[src/pkg/adcs_regs.svh]
// register offsets, field positions and reset values for the alarm clear source block
`ifndef ADCS_REGS_SVH
`define ADCS_REGS_SVH
`define ADCS_SRC_SEL_IDX     8'h53
`define ADCS_SRC_SEL_ADDR    8'h4C
`define ADCS_SRC_SEL_RST     16'h0004
`define ADCS_SRC_SEL_MASK    16'h7FFC
`define ADCS_ACLR_EN_IDX     8'h54
`define ADCS_ACLR_EN_ADDR    8'h50
`define ADCS_ACLR_EN_RST     16'h0000
`define ADCS_ACLR_EN_MASK    16'h7FF8
`define ADCS_FLAGS_ADDR      8'h60
`define ADCS_CLEAR_ADDR      8'h64
`define ADCS_CONTROL_ADDR    8'h68
`define ADCS_BIT_OVERTEMP    2
`define ADCS_BIT_DAC0        3
`define ADCS_NUM_DAC         12
`define ADCS_RESP_OKAY       2'h0
`define ADCS_RESP_SLVERR     2'h2
`endif

[src/pkg/adcs_pkg.sv]
// types shared by the alarm clear source block
package adcs_pkg;
    // alarm flags in source-select bit order, bits 14..2
    typedef logic [15:0] adcs_word_t;
    typedef struct packed {
        logic        awdone;     // write address held
        logic        wdone;      // write data held
        logic [7:0]  awaddr;     // captured write address
        logic [31:0] wdata;      // captured write data
        logic [3:0]  wstrb;      // captured strobes
        logic        bvalid;     // write response pending
        logic [1:0]  bresp;      // write response code
        logic        rvalid;     // read data pending
        logic [1:0]  rresp;      // read response code
        logic [31:0] rdata;      // read data
    } adcs_bus_s;
    typedef struct packed {
        adcs_bus_s   bus;        // bus slave state
        adcs_word_t  src_sel;    // alarm source select
        adcs_word_t  aclr_en;    // per-dac auto clear enables
        adcs_word_t  flags;      // registered alarm flags
        logic [11:0] dac_clear;  // registered clear outputs
        logic        manual;     // operating mode bit, informative only
    } adcs_state_s;
endpackage

[src/logic/adcs_clear_source.sv]
// alarm-driven dac clear source select register bank with axi4-lite slave
//
// Our own choice: register access over AXI4-Lite.
`timescale 1ns/1ps
`include "adcs_regs.svh"
module adcs_clear_source
    import adcs_pkg::*;
(
    input  wire logic        aclk,
    input  wire logic        aresetn,
    input  wire logic [7:0]  s_axi_awaddr,
    input  wire logic [2:0]  s_axi_awprot,
    input  wire logic        s_axi_awvalid,
    output logic             s_axi_awready,
    input  wire logic [31:0] s_axi_wdata,
    input  wire logic [3:0]  s_axi_wstrb,
    input  wire logic        s_axi_wvalid,
    output logic             s_axi_wready,
    output logic [1:0]       s_axi_bresp,
    output logic             s_axi_bvalid,
    input  wire logic        s_axi_bready,
    input  wire logic [7:0]  s_axi_araddr,
    input  wire logic [2:0]  s_axi_arprot,
    input  wire logic        s_axi_arvalid,
    output logic             s_axi_arready,
    output logic [31:0]      s_axi_rdata,
    output logic [1:0]       s_axi_rresp,
    output logic             s_axi_rvalid,
    input  wire logic        s_axi_rready,
    input  wire logic [15:0] alarm_flags,
    output logic [11:0]      dac_clear
);
    // alarm flags arrive from detector logic on aclk, so no synchroniser
    adcs_state_s st_reg;    // all state
    adcs_state_s st_next;   // next state
    logic [11:0] clr_req;   // combinational clear request
    logic        any_sel;   // some non-overtemp source selected and flagged
    logic        ovt_hit;   // overtemp selected and flagged
    logic [15:0] hits;      // per-source select and flag
    logic [15:0] wr_mask;   // byte lanes of the held write, low half only
    logic [15:0] wr_word;   // low half of the held write data

    // ready strobes: accept while the channel is not yet held and no response waits
    assign s_axi_awready = st_reg.bus.awdone == 1'b0 && st_reg.bus.bvalid == 1'b0 ? 1'b1 : 1'b0;
    assign s_axi_wready  = st_reg.bus.wdone == 1'b0 && st_reg.bus.bvalid == 1'b0 ? 1'b1 : 1'b0;
    assign s_axi_arready = ~st_reg.bus.rvalid;
    assign s_axi_bvalid  = st_reg.bus.bvalid;
    assign s_axi_bresp   = st_reg.bus.bresp;
    assign s_axi_rvalid  = st_reg.bus.rvalid;
    assign s_axi_rresp   = st_reg.bus.rresp;
    assign s_axi_rdata   = st_reg.bus.rdata;
    assign dac_clear     = st_reg.dac_clear;
    // strobes widened to a bit mask so one masked merge serves both registers
    assign wr_mask       = {{8{st_reg.bus.wstrb[1]}}, {8{st_reg.bus.wstrb[0]}}};
    assign wr_word       = st_reg.bus.wdata[15:0];

    // clear request per dac
    always_comb begin
        hits    = st_reg.src_sel & st_reg.flags & `ADCS_SRC_SEL_MASK;
        ovt_hit = hits[`ADCS_BIT_OVERTEMP];
        any_sel = |hits[14:3];
    end

    // one term per dac: enable gates normal sources, overtemp bypasses the enable
    genvar g;
    generate
        for (g = 0; g < `ADCS_NUM_DAC; g++) begin : g_dac
            assign clr_req[g] = (st_reg.aclr_en[`ADCS_BIT_DAC0 + g] & any_sel) | ovt_hit;
        end
    endgenerate

    // next-state logic
    always_comb begin
        st_next = st_reg;
        st_next.flags = alarm_flags;
        // held every cycle the request stands; no mode or sync-load term gates it
        st_next.dac_clear = clr_req;
        // write address and data may come in either order
        if (s_axi_awvalid && s_axi_awready) begin
            st_next.bus.awdone = 1'b1;
            st_next.bus.awaddr = s_axi_awaddr;
        end
        if (s_axi_wvalid && s_axi_wready) begin
            st_next.bus.wdone = 1'b1;
            st_next.bus.wdata = s_axi_wdata;
            st_next.bus.wstrb = s_axi_wstrb;
        end
        // commit once both halves are held
        if (st_reg.bus.awdone && st_reg.bus.wdone) begin
            st_next.bus.awdone = 1'b0;
            st_next.bus.wdone  = 1'b0;
            st_next.bus.bvalid = 1'b1;
            st_next.bus.bresp  = `ADCS_RESP_OKAY;
            unique case ({st_reg.bus.awaddr[7:2], 2'b00})
                `ADCS_SRC_SEL_ADDR: begin
                    // reserved bits masked out so they stay zero
                    st_next.src_sel = (st_reg.src_sel & ~wr_mask) | (wr_word & wr_mask & `ADCS_SRC_SEL_MASK);
                end
                `ADCS_ACLR_EN_ADDR: begin
                    // unused enable bits kept at zero as well
                    st_next.aclr_en = (st_reg.aclr_en & ~wr_mask) | (wr_word & wr_mask & `ADCS_ACLR_EN_MASK);
                end
                `ADCS_CONTROL_ADDR: begin
                    if (st_reg.bus.wstrb[0])
                        st_next.manual = st_reg.bus.wdata[0];
                end
                `ADCS_FLAGS_ADDR, `ADCS_CLEAR_ADDR: begin
                    // read-only words, write accepted and dropped
                end
                default: st_next.bus.bresp = `ADCS_RESP_SLVERR;
            endcase
        end
        if (st_reg.bus.bvalid && s_axi_bready)
            st_next.bus.bvalid = 1'b0;
        // reads answer one cycle after the address is taken
        if (s_axi_arvalid && s_axi_arready) begin
            st_next.bus.rvalid = 1'b1;
            st_next.bus.rresp  = `ADCS_RESP_OKAY;
            st_next.bus.rdata  = 32'h0000_0000;
            unique case ({s_axi_araddr[7:2], 2'b00})
                `ADCS_SRC_SEL_ADDR: st_next.bus.rdata[15:0] = st_reg.src_sel & `ADCS_SRC_SEL_MASK;
                `ADCS_ACLR_EN_ADDR: st_next.bus.rdata[15:0] = st_reg.aclr_en & `ADCS_ACLR_EN_MASK;
                `ADCS_FLAGS_ADDR:   st_next.bus.rdata[15:0] = st_reg.flags;
                `ADCS_CLEAR_ADDR:   st_next.bus.rdata[11:0] = st_reg.dac_clear;
                `ADCS_CONTROL_ADDR: st_next.bus.rdata[0]    = st_reg.manual;
                default:            st_next.bus.rresp = `ADCS_RESP_SLVERR;
            endcase
        end else if (st_reg.bus.rvalid && s_axi_rready) begin
            st_next.bus.rvalid = 1'b0;
        end
    end

    // state register, synchronous reset
    always_ff @(posedge aclk) begin
        if (!aresetn) begin
            st_reg         <= '0;
            st_reg.src_sel <= `ADCS_SRC_SEL_RST;
            st_reg.aclr_en <= `ADCS_ACLR_EN_RST;
        end else begin
            st_reg <= st_next;
        end
    end

    // checks
    reserved_zero_a: assert property (@(posedge aclk) disable iff (!aresetn)
        st_reg.src_sel[15] == 1'b0 && st_reg.src_sel[1:0] == 2'b00)
        else $error("reserved select bits not zero");
    reset_value_a: assert property (@(posedge aclk) $rose(aresetn) |-> st_reg.src_sel == 16'h0004)
        else $error("select reset value wrong");
    overtemp_all_a: assert property (@(posedge aclk) disable iff (!aresetn)
        (st_reg.src_sel[2] && st_reg.flags[2]) |=> dac_clear == 12'hFFF)
        else $error("overtemp did not clear all dacs");
    unselected_quiet_a: assert property (@(posedge aclk) disable iff (!aresetn)
        ((st_reg.src_sel & st_reg.flags & 16'h7FFC) == 16'h0000) |=> dac_clear == 12'h000)
        else $error("clear without selected alarm");
    enable_gates_a: assert property (@(posedge aclk) disable iff (!aresetn)
        (!(st_reg.src_sel[2] && st_reg.flags[2]) && st_reg.aclr_en[3] == 1'b0) |=> !dac_clear[0])
        else $error("dac0 cleared without enable");
    input0_clear_a: assert property (@(posedge aclk) disable iff (!aresetn)
        (st_reg.src_sel[14] && st_reg.flags[14] && st_reg.aclr_en[14]) |=> dac_clear[11])
        else $error("input0 alarm did not clear dac11");
    hold_clear_a: assert property (@(posedge aclk) disable iff (!aresetn)
        (st_reg.src_sel[10] && st_reg.flags[10] && st_reg.aclr_en[3])[*3] |=> dac_clear[0])
        else $error("clear not held");
    read_latency_a: assert property (@(posedge aclk) disable iff (!aresetn)
        (s_axi_arvalid && s_axi_arready) |=> s_axi_rvalid)
        else $error("read not answered next cycle");
    cov_overtemp: cover property (@(posedge aclk) disable iff (!aresetn) st_reg.flags[2] && dac_clear == 12'hFFF);
    cov_write: cover property (@(posedge aclk) disable iff (!aresetn) s_axi_bvalid && s_axi_bready);
    cov_partial: cover property (@(posedge aclk) disable iff (!aresetn) dac_clear != 12'h000 && dac_clear != 12'hFFF);
endmodule

[config.mk]
export PLATFORM = sky130hd
export DESIGN_NAME = adcs_clear_source
export DESIGN_NICKNAME = d
export VERILOG_FILES = /design/src/pkg/adcs_pkg.sv /design/src/logic/adcs_clear_source.sv
export VERILOG_INCLUDE_DIRS = /design/src /design/src/pkg
export SDC_FILE = /design/constraint.sdc
export NUM_CORES = 1
export LEC_CHECK = 0
export ABC_AREA = 1
export BUFFER_PORTS_ARGS = -buffer_cell sky130_fd_sc_hd__buf_4
export CORE_UTILIZATION = 40
export CTS_BUF_LIST = sky130_fd_sc_hd__clkbuf_8
export DETAILED_ROUTE_END_ITERATION = 12
export PLACE_DENSITY = 0.61
export SYNTH_ARGS = -nofsm -noshare
export SYNTH_HDL_FRONTEND = slang
export SYNTH_SLANG_ARGS = --single-unit
[constraint.sdc]
create_clock -name aclk -period 1.8 [get_ports aclk]
set_input_delay 0.27 -clock aclk [delete_from_list [all_inputs] [get_ports aclk]]
set_output_delay 0.27 -clock aclk [all_outputs]
set_load 0.02 [all_outputs]
==> impl_metrics.csv <==
group,metric,value,unit
timing,slew_viol_final,0,
timing,layout_min_cycle_time,1.497,ns
layout,final_cell_mix,"nand2_1, dfxtp_1, buf_4",
timing,timing.final.crit_share,83.16,%
placed_design,dpl_cell_area,4790,um2
synthesis,synth_seq_cells,98,
timing,hold_viol_final,0,
cts,post_cts_buffers,0,
critical_path,critPathKind,"flip-flop to flip-flop",
layout,regArea,1962,um2
layout,area_growth,15.30,%
cts,clkTransAtPathRegs,0.09,ns
layout,mostFrequentLayoutCell,"nand2_1",
die,die_w,106.1,um
critical_path,crit_path_cell_trace,"nand2_2 > nor2_1 > nand3_1 > o21ai_0 > a21oi_1",
detailed_routing,drt-initial-drc-count,200,
critical_path,crit_path_top_delay_cell,"dfxtp_1",
critical_path,crit_family,"simple AND/OR/NAND/NOR gates",
global_route,grt_pass1_wl,15.82,mm
synthesis,synth_edf_count,0,
layout,fin_cells,772,
timing,timing.final.ws_setup,0.3032,ns
power_and_ir_drop,p_per_area,866.5,nW/um2
critical_path,critical_path_required,2.04,ns
timing,tightest_slew,0.5524,ns
critical_path,crit_buf_inv,0,
cts,hold_buffers,0,
placed_design,port_buffers,85,
cts,cts.sinks,98,
timing,fin_setup_tns,0,ns
cts,cts_buffer_depth,2,
synthesis,async_flop_share,0,%
detailed_routing,wl,9.608,mm
synthesis,syn_inst,587,
global_route,grt_usage,17.84,%
placed_design,place.gp.congestion,0.8145,
detailed_routing,viasPerCell,4.766,
timing,setup_violations,0,
detailed_routing,drc,0,
timing,maxSlewHeadroom,63.13,%
layout,nets,713,
die,ioPinCount,134,
layout,antenna_cells,0,
placed_design,dp_cells,757,
timing,rsz0062_at_grt,"false",
global_route,grt_max_degree,65,
detailed_routing,wl_per_cell,12.45,um
cts,cts_resized,0,
layout,stdcell_area,4996,um2
critical_path,cp-end-kind,"flip-flop",
detailed_routing,vias,3679,
placed_design,place_ws,0.2477,ns
synthesis,yosys_warnings,0,
power_and_ir_drop,ir_worst_vdd,0.0003494,V
die,die_y,106.1,um
synthesis,ys_seq_area_share,45.28,%
synthesis,syn_area_per_cell,7.381,um2
timing,fin_skew,0.008368,ns
cts,clk_latency,0.36,ns
flow_run,maxCapViolCount,0,
detailed_routing,dr.pass1.iters,5,
die,rows,37,
die,core,10420,um2
synthesis,synth_area,4333,um2
run_status,status,"complete, no violations",
cts,cts_buffers,9,
critical_path,worst-path-max-fanout,12,
die,start_util,41.60,%
timing,fmax,668.1,MHz
critical_path,crit_arrival,1.74,ns
synthesis,ys_types,25,
global_route,grt_pass1_vias,3321,
cts,cts_tree,"built",
global_route,antenna_found_initial,0,
worst_hold_path,worstHoldPathType,"input port to flip-flop",
cts,cts-root-buf,"clkbuf_8",
critical_path,start_kind,"flip-flop",
cts,htreeDepth,3,
detailed_routing,antenna_left,0,
layout,multi_input_area,1748,um2
power_and_ir_drop,p_leak,2.316,nW
placed_design,hpwl,7.014,mm
synthesis,synth-main-ff-cell,"dfxtp_1",
layout,num-fill-cells,1073,
die,dieArea,11250,um2
layout,drive_gt1_share,19.18,%
global_route,grt_overflow,0,
critical_path,cpPeakStageDelay,0.38,ns
-- per-layer routing --
layer,vias to the layer above,track usage [%],share of wire [%]
li1,1909,-,-
met1,1629,24.31,48
met2,126,27.40,44
met3,15,3.311,5.7
met4,0,7.937,2.0
met5,-,0,0
-- Yosys cell counts, types with 9 or more instances --
cell type / instances / area share (%)
nand4_1: 16 / 2.3
dfxtp_1: 98 / 45
o21ai_0: 50 / 5.8
clkbuf_1: 16 / 1.4
nand2_1: 108 / 9.4
inv_1: 48 / 4.2
a21oi_1: 44 / 5.1
nor2_1: 74 / 6.4
a211oi_1: 9 / 1.6
buf_2: 9 / 1.0
buf_4: 52 / 9.0
nand3_1: 36 / 4.2
-- report_power, final --
part	internal, mW	switching, mW
Sequential	2.26	0.0622
Clock	0.768	0.735
Combinational	0.192	0.308
Total	3.22	1.11
-- worst paths after layout --
path | slack (ns) | depth (start not counted) | end | from
setup / recovery | 0.30 | 5 | flip-flop | st_reg[143]$_SDFFE_PP0P_
hold / removal | 0.07 | 2 | s_axi_bvalid$_SDFFE_PP0N_ | s_axi_bready
setup reg to reg | 0.30 | 5 | flip-flop | st_reg[143]$_SDFFE_PP0P_
hold reg to reg | 0.44 | 2 | s_axi_rdata[15]$_SDFFE_PN0P_ | st_reg[28]$_SDFF_PN0_
-- logic make-up after synthesis --
group	count (synthesis)	synth area share (%)
AO/OA/AOI/OAI	109	13.23
other	1	0.08655
flip-flops	98	45.28
buffers and inverters	128	15.85
AND/OR/NAND/NOR	251	25.56
-- metrics by stage --
step / hold slack (ns) / total power, mW / util, %
final: 0.07462 / 4.329 / 47.96
after floorplan: 0.3676 / 2.723 / -
after CTS: 0.07376 / 4.362 / 47.96
after global placement: 0.4342 / 2.871 / 45.98
after global routing: 0.07002 / 4.545 / 47.96
after detailed placement: 0.4362 / 2.881 / 45.98
-- final cells by class --
cell class,count,share of cell area [%]
clock inverters,6,1.653
repair buffers,94,14.38
inverters,51,3.832
well taps,136,3.406
flip-flops and latches,98,39.27
multi-input cells,378,34.99
clock buffers,9,2.479
(Power assumes the default switching activity.)
